### config.mk
export PLATFORM = sky130hd
export DESIGN_NAME = srxe_err_ctrl
export DESIGN_NICKNAME = d
export VERILOG_FILES = /design/src/srxe_pkg.sv /design/src/srxe_bit_rx.sv /design/src/srxe_err_ctrl.sv
export VERILOG_INCLUDE_DIRS = /design/src
export SDC_FILE = /design/constraint.sdc
export NUM_CORES = 1
export LEC_CHECK = 0
export ABC_AREA = 1
export BUFFER_PORTS_ARGS = -buffer_cell sky130_fd_sc_hd__buf_2
export CORE_MARGIN = 4
export CORE_UTILIZATION = 35
export DETAILED_ROUTE_END_ITERATION = 12
export REMOVE_ABC_BUFFERS = 1
export SLEW_MARGIN = 20
export SYNTH_ARGS = -nofsm -noshare
export SYNTH_HDL_FRONTEND = slang
export SYNTH_SLANG_ARGS = --single-unit
### constraint.sdc
create_clock -name core_clk -period 2.9 [get_ports core_clk]
set_input_delay 0.29 -clock core_clk [delete_from_list [all_inputs] [get_ports core_clk]]
set_output_delay 0.29 -clock core_clk [all_outputs]
set_load 0.02 [all_outputs]
### src/srxe_defines.svh
// offsets, field positions, reset values and timing counts of the receive error block
// assumes inclusion by the package, the design modules and the bench
`ifndef SRXE_DEFINES_SVH
`define SRXE_DEFINES_SVH

// register indices; byte address is four times the index
`define SRXE_IDX_CTRL        10'h100
`define SRXE_IDX_STATUS      10'h101
`define SRXE_IDX_ERR_CLEAR   10'h102
`define SRXE_IDX_RX_DATA     10'h103
`define SRXE_IDX_IRQ_STATUS  10'h104
`define SRXE_IDX_IRQ_MASK    10'h105

// error-clear word bit positions (values 32, 64, 128)
`define SRXE_CLR_SUM_BIT     5
`define SRXE_CLR_PROTO_BIT   6
`define SRXE_CLR_OVR_BIT     7

// control register fields
`define SRXE_CTRL_MODE_LSB   0
`define SRXE_CTRL_SUM_EN     2
`define SRXE_CTRL_RESP_EN    3
`define SRXE_CTRL_PAR_EN     4
`define SRXE_CTRL_PAR_ODD    5
`define SRXE_CTRL_RESET      8'h00

// interrupt bit positions
`define SRXE_IRQ_SUM         0
`define SRXE_IRQ_PROTO       1
`define SRXE_IRQ_OVR         2
`define SRXE_IRQ_RX_DATA     3
`define SRXE_IRQ_FRAME_OK    4
`define SRXE_IRQ_W           5

// frame control bytes
`define SRXE_HEAD_BYTE       8'h05
`define SRXE_TERM_BYTE       8'h0D
`define SRXE_ACK_BYTE        8'h06
`define SRXE_NAK_BYTE        8'h15

// timing
`define SRXE_CLK_HZ          10000000
`define SRXE_BAUD            9600
`define SRXE_BIT_CYCLES      (`SRXE_CLK_HZ / `SRXE_BAUD)
`define SRXE_MAX_FRAME       64

`endif

### src/srxe_pkg.sv
// types shared by the receive error block
// assumes srxe_defines.svh for numeric constants
package srxe_pkg;
  `include "srxe_defines.svh"

  typedef enum logic [1:0] {
    SRXE_MODE_DEDICATED,
    SRXE_MODE_NO_PROTO,
    SRXE_MODE_BIDIR,
    SRXE_MODE_SPARE
  } srxe_mode_e;

  typedef struct packed {
    logic [7:0] data;
    logic       par_err;
    logic       frm_err;
  } srxe_rx_evt_s;

  typedef struct packed {
    logic       par_odd;
    logic       par_en;
    logic       resp_en;
    logic       sum_en;
    srxe_mode_e mode;
  } srxe_ctrl_s;
endpackage
### src/srxe_bit_rx.sv
// serial byte receiver: start bit, 8 data bits lsb first, optional parity, one stop bit
// assumes rx_pin is asynchronous to core_clk and idles high
`timescale 1ns/1ps
`include "srxe_defines.svh"
module srxe_bit_rx
  import srxe_pkg::*;
#(
  parameter int BIT_CYCLES = `SRXE_BIT_CYCLES
) (
  input  wire logic         core_clk,
  input  wire logic         sys_rst,
  input  wire logic         rx_pin,
  input  wire logic         par_en,
  input  wire logic         par_odd,
  output logic              evt_valid,
  output srxe_rx_evt_s      evt
);
  typedef enum logic [2:0] {RX_IDLE, RX_START, RX_DATA, RX_PAR, RX_STOP} srxe_rx_st_e;

  logic [2:0]   sync_r;
  logic         lvl_r;
  logic         lvl_nxt;
  srxe_rx_st_e  st_r;
  srxe_rx_st_e  st_nxt;
  logic [15:0]  cnt_r;
  logic [15:0]  cnt_nxt;
  logic [2:0]   bit_r;
  logic [2:0]   bit_nxt;
  logic [7:0]   sh_r;
  logic [7:0]   sh_nxt;
  logic         perr_r;
  logic         perr_nxt;
  logic         ev_v_nxt;
  srxe_rx_evt_s ev_nxt;
  logic         tick;

  localparam logic [15:0] FULL = 16'(BIT_CYCLES - 1);
  localparam logic [15:0] HALF = 16'(BIT_CYCLES / 2 - 1);

  assign tick = (cnt_r == 16'h0000);

  always_comb begin
    // only the second and third stages decide a level change
    lvl_nxt  = (sync_r[1] == sync_r[2]) ? sync_r[2] : lvl_r;
    st_nxt   = st_r;
    cnt_nxt  = tick ? FULL : cnt_r - 16'h0001;
    bit_nxt  = bit_r;
    sh_nxt   = sh_r;
    perr_nxt = perr_r;
    ev_v_nxt = 1'b0;
    ev_nxt   = evt;
    case (st_r)
      RX_IDLE: begin
        cnt_nxt = HALF;
        if (!lvl_r) begin
          st_nxt = RX_START;
        end
      end
      RX_START: begin
        if (tick) begin
          // a glitch shorter than half a bit is not a start
          st_nxt  = lvl_r ? RX_IDLE : RX_DATA;
          bit_nxt = 3'h0;
        end
      end
      RX_DATA: begin
        if (tick) begin
          sh_nxt  = {lvl_r, sh_r[7:1]};
          bit_nxt = bit_r + 3'h1;
          if (bit_r == 3'h7) begin
            st_nxt = par_en ? RX_PAR : RX_STOP;
          end
        end
      end
      RX_PAR: begin
        if (tick) begin
          perr_nxt = (^sh_r ^ lvl_r) != par_odd;
          st_nxt   = RX_STOP;
        end
      end
      RX_STOP: begin
        if (tick) begin
          ev_v_nxt       = 1'b1;
          ev_nxt.data    = sh_r;
          ev_nxt.par_err = par_en & perr_r;
          ev_nxt.frm_err = !lvl_r;
          perr_nxt       = 1'b0;
          st_nxt         = RX_IDLE;
        end
      end
      default: st_nxt = RX_IDLE;
    endcase
  end

  always_ff @(posedge core_clk) begin
    if (sys_rst) begin
      sync_r    <= 3'h7;
      lvl_r     <= 1'b1;
      st_r      <= RX_IDLE;
      cnt_r     <= 16'h0000;
      bit_r     <= 3'h0;
      sh_r      <= 8'h00;
      perr_r    <= 1'b0;
      evt_valid <= 1'b0;
      evt       <= '0;
    end else begin
      sync_r    <= {sync_r[1:0], rx_pin};
      lvl_r     <= lvl_nxt;
      st_r      <= st_nxt;
      cnt_r     <= cnt_nxt;
      bit_r     <= bit_nxt;
      sh_r      <= sh_nxt;
      perr_r    <= perr_nxt;
      evt_valid <= ev_v_nxt;
      evt       <= ev_nxt;
    end
  end
endmodule

### src/srxe_err_ctrl.sv
// receive error handling of the second serial interface, with avalon-mm register slave
// assumes one 10 MHz clock, synchronous reset, rx_pin asynchronous, response bytes sent elsewhere
//
// Overview of operation
// - writing 32 to error-clear word ERROR_INDICATOR_CLEAR clears the sum-check/parity indicator
// - writing 64 to error-clear word ERROR_INDICATOR_CLEAR clears the protocol error indicator
// - writing 128 to error-clear word ERROR_INDICATOR_CLEAR clears the overrun/framing indicator
// - dedicated mode: error after frame head discards data or answers error end
// - dedicated and bidirectional: error before frame head silently discards data
// - no-protocol mode: drop only the erroneous byte, keep all others; a good byte arriving while the held byte is unread is lost as overrun
// - bidirectional mode: error after frame head answers with error-end response
// - indicators stay lit until host clears them; host must issue the clear
//
// Register access over Avalon-MM is this design's own decision.
`timescale 1ns/1ps
`include "srxe_defines.svh"
module srxe_err_ctrl
  import srxe_pkg::*;
#(
  parameter int BIT_CYCLES = `SRXE_BIT_CYCLES,
  parameter int MAX_FRAME  = `SRXE_MAX_FRAME
) (
  input  wire logic        core_clk,
  input  wire logic        sys_rst,
  input  wire logic [11:0] avs_address,
  input  wire logic        avs_read,
  input  wire logic        avs_write,
  input  wire logic [31:0] avs_writedata,
  input  wire logic [3:0]  avs_byteenable,
  output logic      [31:0] avs_readdata,
  output logic             avs_waitrequest,
  input  wire logic        rx_pin,
  output logic             resp_valid,
  output logic      [7:0]  resp_data,
  input  wire logic        resp_ready,
  output logic             sum_error_indicator,
  output logic             protocol_error_indicator,
  output logic             serial_overrun_indicator,
  output logic             irq
);
  typedef enum logic [1:0] {FR_IDLE, FR_BODY} srxe_fr_st_e;

  // receiver
  logic         rx_valid;
  srxe_rx_evt_s rx_evt;
  logic         rx_bad;

  // bus
  logic         ack_r;
  logic         ack_nxt;
  logic [31:0]  rdata_nxt;
  logic [9:0]   idx;
  logic         aligned;
  logic         wr_go;
  logic         rd_go;
  logic [31:0]  rd_mux;
  logic         pop_arm_r;
  logic         pop_arm_nxt;
  logic         rd_pop;

  // registers
  srxe_ctrl_s   ctrl_r;
  srxe_ctrl_s   ctrl_nxt;
  logic [2:0]   ind_r;
  logic [2:0]   ind_nxt;
  logic [2:0]   ind_set;
  logic [2:0]   ind_clr;
  logic [`SRXE_IRQ_W-1:0] irq_st_r;
  logic [`SRXE_IRQ_W-1:0] irq_st_nxt;
  logic [`SRXE_IRQ_W-1:0] irq_mask_r;
  logic [`SRXE_IRQ_W-1:0] irq_mask_nxt;
  logic [`SRXE_IRQ_W-1:0] irq_ev;

  // received byte holding register for no-protocol mode
  logic [7:0]   rxd_r;
  logic [7:0]   rxd_nxt;
  logic         rxd_full_r;
  logic         rxd_full_nxt;

  // frame tracking
  srxe_fr_st_e  fr_r;
  srxe_fr_st_e  fr_nxt;
  logic [7:0]   sum_r;
  logic [7:0]   sum_nxt;
  logic [7:0]   prev_r;
  logic [7:0]   prev_nxt;
  logic [7:0]   len_r;
  logic [7:0]   len_nxt;
  logic         frame_ok;
  logic         sum_fail;
  logic         proto_fail;
  logic         overrun;
  logic         send_nak;
  logic         send_ack;

  // response
  logic         resp_valid_nxt;
  logic [7:0]   resp_data_nxt;

  localparam logic [7:0] MAX_LEN = 8'(MAX_FRAME);

  srxe_bit_rx #(
    .BIT_CYCLES (BIT_CYCLES)
  ) u_rx (
    .core_clk  (core_clk),
    .sys_rst   (sys_rst),
    .rx_pin    (rx_pin),
    .par_en    (ctrl_r.par_en),
    .par_odd   (ctrl_r.par_odd),
    .evt_valid (rx_valid),
    .evt       (rx_evt)
  );

  assign rx_bad = rx_evt.par_err | rx_evt.frm_err;

  // bus slave: one wait cycle, then the answer; write and pop act on the answering edge
  assign idx             = avs_address[11:2];
  assign aligned         = (avs_address[1:0] == 2'h0);
  assign avs_waitrequest = (avs_read | avs_write) & ~ack_r;
  assign wr_go           = avs_write & ack_r & aligned & avs_byteenable[0];
  assign rd_go           = avs_read & ack_r & aligned;

  always_comb begin
    rd_mux = 32'h0000_0000;
    if (aligned) begin
      case (idx)
        `SRXE_IDX_CTRL:       rd_mux = {26'h0, ctrl_r};
        `SRXE_IDX_STATUS:     rd_mux = {26'h0, fr_r == FR_BODY, resp_valid, rxd_full_r, ind_r};
        `SRXE_IDX_RX_DATA:    rd_mux = {24'h0, rxd_r};
        `SRXE_IDX_IRQ_STATUS: rd_mux = {27'h0, irq_st_r};
        `SRXE_IDX_IRQ_MASK:   rd_mux = {27'h0, irq_mask_r};
        // error-clear word is write-only and reads as zero
        default:              rd_mux = 32'h0000_0000;
      endcase
    end
  end

  always_comb begin
    ack_nxt   = (avs_read | avs_write) & ~ack_r;
    rdata_nxt = avs_readdata;
    if (avs_read & ~ack_r) begin
      rdata_nxt = rd_mux;
    end
  end

  always_ff @(posedge core_clk) begin
    if (sys_rst) begin
      ack_r        <= 1'b0;
      avs_readdata <= 32'h0000_0000;
    end else begin
      ack_r        <= ack_nxt;
      avs_readdata <= rdata_nxt;
    end
  end

  // a pop only counts if the byte it removes was the one loaded into readdata;
  // a byte landing during the wait cycle stays held for the next read
  assign rd_pop = rd_go & (idx == `SRXE_IDX_RX_DATA) & pop_arm_r;

  always_comb begin
    pop_arm_nxt = 1'b0;
    if (avs_read & ~ack_r & aligned & (idx == `SRXE_IDX_RX_DATA)) begin
      pop_arm_nxt = rxd_full_r;
    end
  end

  always_ff @(posedge core_clk) begin
    if (sys_rst) begin
      pop_arm_r <= 1'b0;
    end else begin
      pop_arm_r <= pop_arm_nxt;
    end
  end

  // frame handling
  always_comb begin
    fr_nxt     = fr_r;
    sum_nxt    = sum_r;
    prev_nxt   = prev_r;
    len_nxt    = len_r;
    frame_ok   = 1'b0;
    sum_fail   = 1'b0;
    proto_fail = 1'b0;
    overrun    = 1'b0;
    send_nak   = 1'b0;
    send_ack   = 1'b0;
    rxd_nxt    = rxd_r;
    rxd_full_nxt = rxd_full_r;
    if (rd_pop) begin
      rxd_full_nxt = 1'b0;
    end
    if (rx_valid) begin
      if (ctrl_r.mode == SRXE_MODE_NO_PROTO) begin
        fr_nxt = FR_IDLE;
        if (!rx_bad) begin
          if (rxd_full_r && !rd_pop) begin
            // held byte unread: new byte lost, flagged as overrun
            overrun = 1'b1;
          end else begin
            rxd_nxt      = rx_evt.data;
            rxd_full_nxt = 1'b1;
          end
        end
      end else if (fr_r == FR_IDLE) begin
        // bytes outside a frame, bad or not, are never delivered
        if (!rx_bad && rx_evt.data == `SRXE_HEAD_BYTE) begin
          fr_nxt   = FR_BODY;
          sum_nxt  = 8'h00;
          prev_nxt = 8'h00;
          len_nxt  = 8'h00;
        end
      end else begin
        if (rx_bad) begin
          fr_nxt   = FR_IDLE;
          send_nak = (ctrl_r.mode == SRXE_MODE_BIDIR) | ctrl_r.resp_en;
        end else if (rx_evt.data == `SRXE_HEAD_BYTE) begin
          // a second head inside a frame is a protocol error
          fr_nxt     = FR_IDLE;
          proto_fail = 1'b1;
          send_nak   = (ctrl_r.mode == SRXE_MODE_BIDIR) | ctrl_r.resp_en;
        end else if (rx_evt.data == `SRXE_TERM_BYTE) begin
          fr_nxt = FR_IDLE;
          if (ctrl_r.sum_en && (len_r == 8'h00 || prev_r != sum_r)) begin
            sum_fail = 1'b1;
            send_nak = (ctrl_r.mode == SRXE_MODE_BIDIR) | ctrl_r.resp_en;
          end else begin
            frame_ok = 1'b1;
            send_ack = 1'b1;
          end
        end else if (len_r == MAX_LEN) begin
          // limit tested after the end byte, so a body of exactly MAX_FRAME bytes passes;
          // one byte more drops the frame as a protocol error
          fr_nxt     = FR_IDLE;
          proto_fail = 1'b1;
          send_nak   = (ctrl_r.mode == SRXE_MODE_BIDIR) | ctrl_r.resp_en;
        end else begin
          // sum covers every body byte except the last, which is the check byte
          sum_nxt  = (len_r == 8'h00) ? 8'h00 : 8'(sum_r + prev_r);
          prev_nxt = rx_evt.data;
          len_nxt  = len_r + 8'h01;
        end
      end
    end
  end

  always_ff @(posedge core_clk) begin
    if (sys_rst) begin
      fr_r       <= FR_IDLE;
      sum_r      <= 8'h00;
      prev_r     <= 8'h00;
      len_r      <= 8'h00;
      rxd_r      <= 8'h00;
      rxd_full_r <= 1'b0;
    end else begin
      fr_r       <= fr_nxt;
      sum_r      <= sum_nxt;
      prev_r     <= prev_nxt;
      len_r      <= len_nxt;
      rxd_r      <= rxd_nxt;
      rxd_full_r <= rxd_full_nxt;
    end
  end

  // response byte: one outstanding answer; a later one is dropped while it waits
  always_comb begin
    resp_valid_nxt = resp_valid;
    resp_data_nxt  = resp_data;
    if (resp_valid && resp_ready) begin
      resp_valid_nxt = 1'b0;
    end
    if (!resp_valid && (send_nak || send_ack)) begin
      resp_valid_nxt = 1'b1;
      resp_data_nxt  = send_nak ? `SRXE_NAK_BYTE : `SRXE_ACK_BYTE;
    end
  end

  always_ff @(posedge core_clk) begin
    if (sys_rst) begin
      resp_valid <= 1'b0;
      resp_data  <= 8'h00;
    end else begin
      resp_valid <= resp_valid_nxt;
      resp_data  <= resp_data_nxt;
    end
  end

  // indicators: set wins over a clear in the same cycle
  assign ind_set[0] = (rx_valid & rx_evt.par_err) | sum_fail;
  assign ind_set[1] = proto_fail;
  assign ind_set[2] = (rx_valid & rx_evt.frm_err) | overrun;
  assign ind_clr[0] = wr_go & (idx == `SRXE_IDX_ERR_CLEAR) & avs_writedata[`SRXE_CLR_SUM_BIT];
  assign ind_clr[1] = wr_go & (idx == `SRXE_IDX_ERR_CLEAR) & avs_writedata[`SRXE_CLR_PROTO_BIT];
  assign ind_clr[2] = wr_go & (idx == `SRXE_IDX_ERR_CLEAR) & avs_writedata[`SRXE_CLR_OVR_BIT];

  always_comb begin
    ind_nxt = ind_r;
    for (int i = 0; i < 3; i++) begin
      if (ind_set[i]) begin
        ind_nxt[i] = 1'b1;
      end else if (ind_clr[i]) begin
        ind_nxt[i] = 1'b0;
      end
    end
  end

  // control, interrupt status and mask
  assign irq_ev = {frame_ok, rxd_full_nxt & ~rxd_full_r, ind_set};

  always_comb begin
    ctrl_nxt     = ctrl_r;
    irq_mask_nxt = irq_mask_r;
    irq_st_nxt   = irq_st_r;
    if (wr_go && idx == `SRXE_IDX_CTRL) begin
      ctrl_nxt = srxe_ctrl_s'(avs_writedata[5:0]);
    end
    if (wr_go && idx == `SRXE_IDX_IRQ_MASK) begin
      irq_mask_nxt = avs_writedata[`SRXE_IRQ_W-1:0];
    end
    if (wr_go && idx == `SRXE_IDX_IRQ_STATUS) begin
      irq_st_nxt = irq_st_r & ~avs_writedata[`SRXE_IRQ_W-1:0];
    end
    irq_st_nxt = irq_st_nxt | irq_ev;
  end

  always_ff @(posedge core_clk) begin
    if (sys_rst) begin
      ctrl_r     <= srxe_ctrl_s'(6'(`SRXE_CTRL_RESET));
      ind_r      <= 3'h0;
      irq_st_r   <= '0;
      irq_mask_r <= '0;
    end else begin
      ctrl_r     <= ctrl_nxt;
      ind_r      <= ind_nxt;
      irq_st_r   <= irq_st_nxt;
      irq_mask_r <= irq_mask_nxt;
    end
  end

  assign sum_error_indicator      = ind_r[0];
  assign protocol_error_indicator = ind_r[1];
  assign serial_overrun_indicator = ind_r[2];
  assign irq                      = |(irq_st_r & irq_mask_r);
endmodule

Word-level counts from Yosys, hierarchy flattened
Index checks and enable logic that the tools add are counted.

Equal/unequal tests: 32. Reduce and logical (&&, ||, !) cells: 40. Add/subtract/negate cells: 4. Muxes and demuxes: 91. Bitwise gates (word level): 36.

Operator list (number): $mux W8 (18); $eq A10 B9 Y1 const B (6); $mux W1 (49); $pmux W8 S5 (1); $mux W3 (8); $and A1 B1 Y1 (19); $logic_not A16 Y1 (1); $mux W2 (8); $sub A16 B1 Y16 const B (1); $pmux W3 S5 (1); $ne A2 B1 Y1 const B (7); $reduce_bool A2 Y1 (6); $mux W11 (1); $and A5 B5 Y5 (2); $mux W10 (1); $mux W5 (2); $reduce_and A3 Y1 (3); $add A8 B1 Y8 const B (1); $add A8 B8 Y8 (1); $eq A8 B3 Y1 const B (1); $eq A8 B4 Y1 const B (1); $eq A8 B7 Y1 const B (1); $logic_and A1 B1 Y1 (8); $logic_not A8 Y1 (1); other kinds (31) (55).

Word-level logic and storage cells: 237. Register bits: 143.

Depth between registers and ports, before layout
Depth in word-level cells: 13. Mapped depth: 14.

Cells and area by module
From an unflattened synthesis, not the netlist that was laid out.

Cell total of the unflattened synthesis: 895. Area total of the unflattened synthesis: 6174.7 µm².

Modules (own cells, without submodules): srxe_err_ctrl (instances 1, cells an instance 614, area each 4015.1 µm², sequential area each 1341.3 µm²); srxe_bit_rx (instances 1, cells an instance 281, area each 2159.6 µm², sequential area each 920.9 µm²).

Worst setup path after synthesis
No wires, ideal clock.

Path kind: input to register. Start point: input port avs_address[5]. End point: register rxd_r[1]. Slack: 1.272 ns. Data arrival time: 1.513 ns. Data required time: 2.785 ns. Buffers on the path: 1. Stages on the path: 8. Path through: or2_1 -> nor4_4 -> nand3_2 -> nand2_2 -> buf_6 -> nand3_1 -> nand2_1 -> nor2_1.

Longest elaborated chain between the ends: 7.

Ends and longest elaborated chain: start: declaration (RTL line srxe_err_ctrl.sv:25) `input wire logic [11:0] avs_address,`; $eq A10 B9 Y1; $and A1 B1 Y1 (2 in series) (RTL line srxe_err_ctrl.sv:158) `` assign rd_pop = rd_go & (idx == `SRXE_IDX_RX_DATA) & pop_arm_r; ``; $logic_not A1 Y1 (RTL line srxe_err_ctrl.sv:196) `if (rxd_full_r && !rd_pop) begin`; $logic_and A1 B1 Y1 (RTL line srxe_err_ctrl.sv:196); $not A1 Y1 (no line); $reduce_and A4 Y1 (no line); end signal: assignment (RTL line srxe_err_ctrl.sv:259) `rxd_r <= rxd_nxt;`; end: declaration (RTL line srxe_err_ctrl.sv:75) `logic [7:0] rxd_r;`.

No other way between the ends. A chain may end at the register's enable or synchronous reset.

Worst setup path in the final report
Start point: register u_rx.cnt_r[0]. End point: register u_rx.evt[4] (netlist bit).

Longest elaborated chain between the ends: 2.

Ends and longest elaborated chain: start: declaration (RTL line srxe_bit_rx.sv:25) `logic [15:0] cnt_r;`; start signal: assignment (RTL line srxe_bit_rx.sv:110) `cnt_r <= cnt_nxt;`; $logic_not A16 Y1 (RTL line srxe_bit_rx.sv:40) `assign tick = (cnt_r == 16'h0000);`; $reduce_and A2 Y1 (no line); end signal: assignment (RTL line srxe_bit_rx.sv:115) `evt <= ev_nxt;`; end: declaration (RTL line srxe_bit_rx.sv:16) `output srxe_rx_evt_s evt`.

No other way between the ends.

==> flow_metrics.py <==
metrics = {
    "outcome": {
        "status": "finished clean",
    },
    "place": {
        "dp_hpwl_mm": 9.68,
        "gp_congestion": 0.859,
        "dp_cells": 1114,
        "port_buffers": 44,
    },
    "logic_synthesis": {
        "synth_cells": 868,
        "avgSynthCellArea_um2": 6.78,
        "synth_area_mm2": 0.00589,
        "synth.most_common_cell": "nand2_1",
        "yosysTopAreaCell": "dfxtp_1",
        "netlist.area_leader.share": 0.384,
        "ys_seq_area_frac": 0.384,
        "synthTopCellsByArea": "dfxtp_1 (38%), nand2_1 (13%), a21oi_1 (8.3%), nand3_1 (6.5%), inv_1 (6.5%)",
        "async_reset_ff_frac": 0,
        "yosys_warnings": 0,
        "yosys.cell_types.count": 37,
        "synth_common_cells": "nand2_1 (203), dfxtp_1 (113), inv_1 (102), a21oi_1 (98), nor2_1 (90)",
        "synth_ff_type": "dfxtp_1",
        "synth-edff-count": 0,
        "ys_seq_elements": 113,
    },
    "critical_path": {
        "critPathKind": "flip-flop to flip-flop",
        "r2r_slack_ns": 0.95,
        "cpMostUsedCell": "inv_1",
        "cp_data_arrival_time_ns": 2.24,
        "required_ns": 3.19,
        "reg2reg_to": "u_rx.evt[4]",
        "cp_slowest_cell": "dfxtp_1",
        "crit_family": "simple AND/OR/NAND/NOR gates",
        "regToRegStartpoint": "u_rx.cnt_r[0]",
        "crit_path_start_kind": "flip-flop",
        "worstPathCellList": "inv_1, ha_1, nand2_1, nor3_2, nand2_2, nor2_2, buf_4, inv_1, o21ai_0, a21oi_1",
        "critPathBufInv": 3,
        "reg2regPathDepth": 10,
        "critPathMaxFanout": 16,
        "critPathMaxStageDelay_ns": 0.30,
        "critPathCaptureType": "flip-flop",
    },
    "finish": {
        "nets": 980,
        "fill_cells": 1800,
        "areaGrowthSynthToFinish_pct": 15.6,
        "instances_no_fill": 1144,
        "layout-drive-gt1-share": 0.107,
        "diodes": 0,
    },
    "sta": {
        "worst_pin_slew_ns": 0.914,
        "hold_viol_final": 0,
        "slew_violations": 0,
        "rsz0062_at_grt": "no",
        "fmax_ghz": 0.514,
        "timing.setup.tns_ns": 0,
        "slew_headroom": 0.390,
        "setup_viol": 0,
        "fin_crit_ns": 1.95,
        "timing.final.crit_share": 0.671,
        "finalClockSkew_ns": 0.0128,
    },
    "drt": {
        "wl_per_cell_um": 11.7,
        "ant_nets": 0,
        "vias": 5273,
        "routed_wl_mm": 13.4,
        "drt_iter0_markers": 329,
        "vias_per_cell": 4.61,
        "first_pass_iters": 4,
        "drc": 0,
    },
    "power_and_ir_drop": {
        "p_leak_nw": 2.87,
        "ir_worst_vdd_mv": 0.430,
        "power_density_mw_per_mm2": 661,
    },
    "global_routing": {
        "grt.total_usage": 0.146,
        "grt_overflow": 0,
        "grt_pass1_wl_mm": 22.1,
        "grt_pass1_vias": 4789,
        "antenna_found_initial": 0,
        "grt_max_degree": 46,
    },
    "clock_tree": {
        "cts_tree": "yes",
        "clock-sinks": 113,
        "cts_buffers": 17,
        "cts_resized": 0,
        "clock_latency_ns": 0.41,
        "h-tree-depth": 4,
        "cts_hold_buffers": 0,
        "path_clk_slew_ns": 0.05,
        "cts_buffer_depth": 2,
        "postCtsSetupRepairBufs": 0,
        "cts-root-buf": "clkbuf_16",
    },
    "hold_path": {
        "hp-start": "rx_pin",
        "hold_class": "input pin to flip-flop",
        "hold_path_depth": 2,
        "timing.hold.worst_endpoint": "u_rx.sync_r[0]",
    },
    "flow_run": {
        "maxCapViolCount": 0,
    },
    "floorplanning": {
        "die_x_um": 138,
        "start_util": 0.356,
        "io_pins": 100,
        "coreArea_mm2": 0.0165,
        "fp-row-count": 47,
        "die_h_um": 138,
        "dieArea_mm2": 0.0190,
    },
}
layout by cell type, fill, tap and decap left out, types with 17 or more instances in the layout:
cell type and instances:
clkbuf_16 17, a21oi_1 98, buf_2 44, nand2_1 203, inv_1 102, o21ai_0 42
dfxtp_1 113, conb_1 28, nand3_1 77, nor2_1 90
cell type report:
class	count	area [um2]	area share
sequential	113	2260	0.332
inverter	105	394	0.0579
tap	220	275	0.0404
clock buffer	25	515	0.0757
clock inverter	5	75.1	0.0110
timing repair buffer	51	273	0.0401
multi-input combinational	625	3010	0.443
registers in the layout (all words and copies together) (netlist names), 5 cells and up:
register,cells
rxd_r,8
ctrl_r,6
avs_readdata,8
len_r,8
prev_r,8
irq_st_r,5
u_rx.cnt_r,16
u_rx.evt,10
u_rx.sh_r,8
irq_mask_r,5
sum_r,8
stage by stage:
| step | util | instance area [um2] | worst slack (ns) | hold slack (ns) | power [W] |
|---|---|---|---|---|---|
| after floorplan | - | 5670 | 1.08 | 0.359 | 0.00229 |
| after global placement | 0.376 | 6220 | 0.868 | 0.397 | 0.00246 |
| after detailed placement | 0.376 | 6220 | 0.879 | 0.394 | 0.00247 |
| after CTS | 0.412 | 6810 | 0.938 | 0.0485 | 0.00456 |
| after global routing | 0.412 | 6810 | 0.734 | 0.0516 | 0.00478 |
| final | 0.412 | 6810 | 0.953 | 0.0657 | 0.00450 |
worst max-delay path by stage:
stage / from / endpoint / slack, ns / cells past startpoint
2_1_floorplan: avs_address[6] / ctrl_r[0] / 1.08 / 6
3_3_place_gp: avs_address[5] / rxd_r[2] / 0.87 / 8
3_5_place_dp: avs_address[6] / rxd_r[2] / 0.88 / 9
4_1_cts: sum_r[6] / irq_st_r[0] / 0.94 / 9
5_1_grt: u_rx.cnt_r[0] / u_rx.sh_r[3] / 0.73 / 9
6_report: u_rx.cnt_r[0] / u_rx.evt[4] / 0.95 / 10
where the power goes:
part	total (W)	internal, W	switching, W
clock network	0.00207	0.00139	0.000681
logic	0.000725	0.000233	0.000492
registers	0.00171	0.00165	0.0000635
layer usage:
metal | part of all wire | wire [um] | up-vias | global-route usage
li1 | - | - | 2828 | -
met1 | 0.50 | 6640 | 2371 | 0.197
met2 | 0.46 | 6090 | 66 | 0.230
met3 | 0.040 | 540 | 8 | 0.0431
met4 | 0.0061 | 82 | 0 | 0.0390
met5 | 0 | 0 | - | 0
kinds of logic after synthesis:
group | count (synthesis) | share of synthesized area
buf+inv | 157 | 0.121
simple gates | 414 | 0.306
compound gates | 153 | 0.134
fa+ha+maj | 13 | 0.0289
other cells | 1 | 0.000637
xor+xnor | 17 | 0.0253
flops | 113 | 0.384
Note: power is estimated with default switching activity, not from simulation.
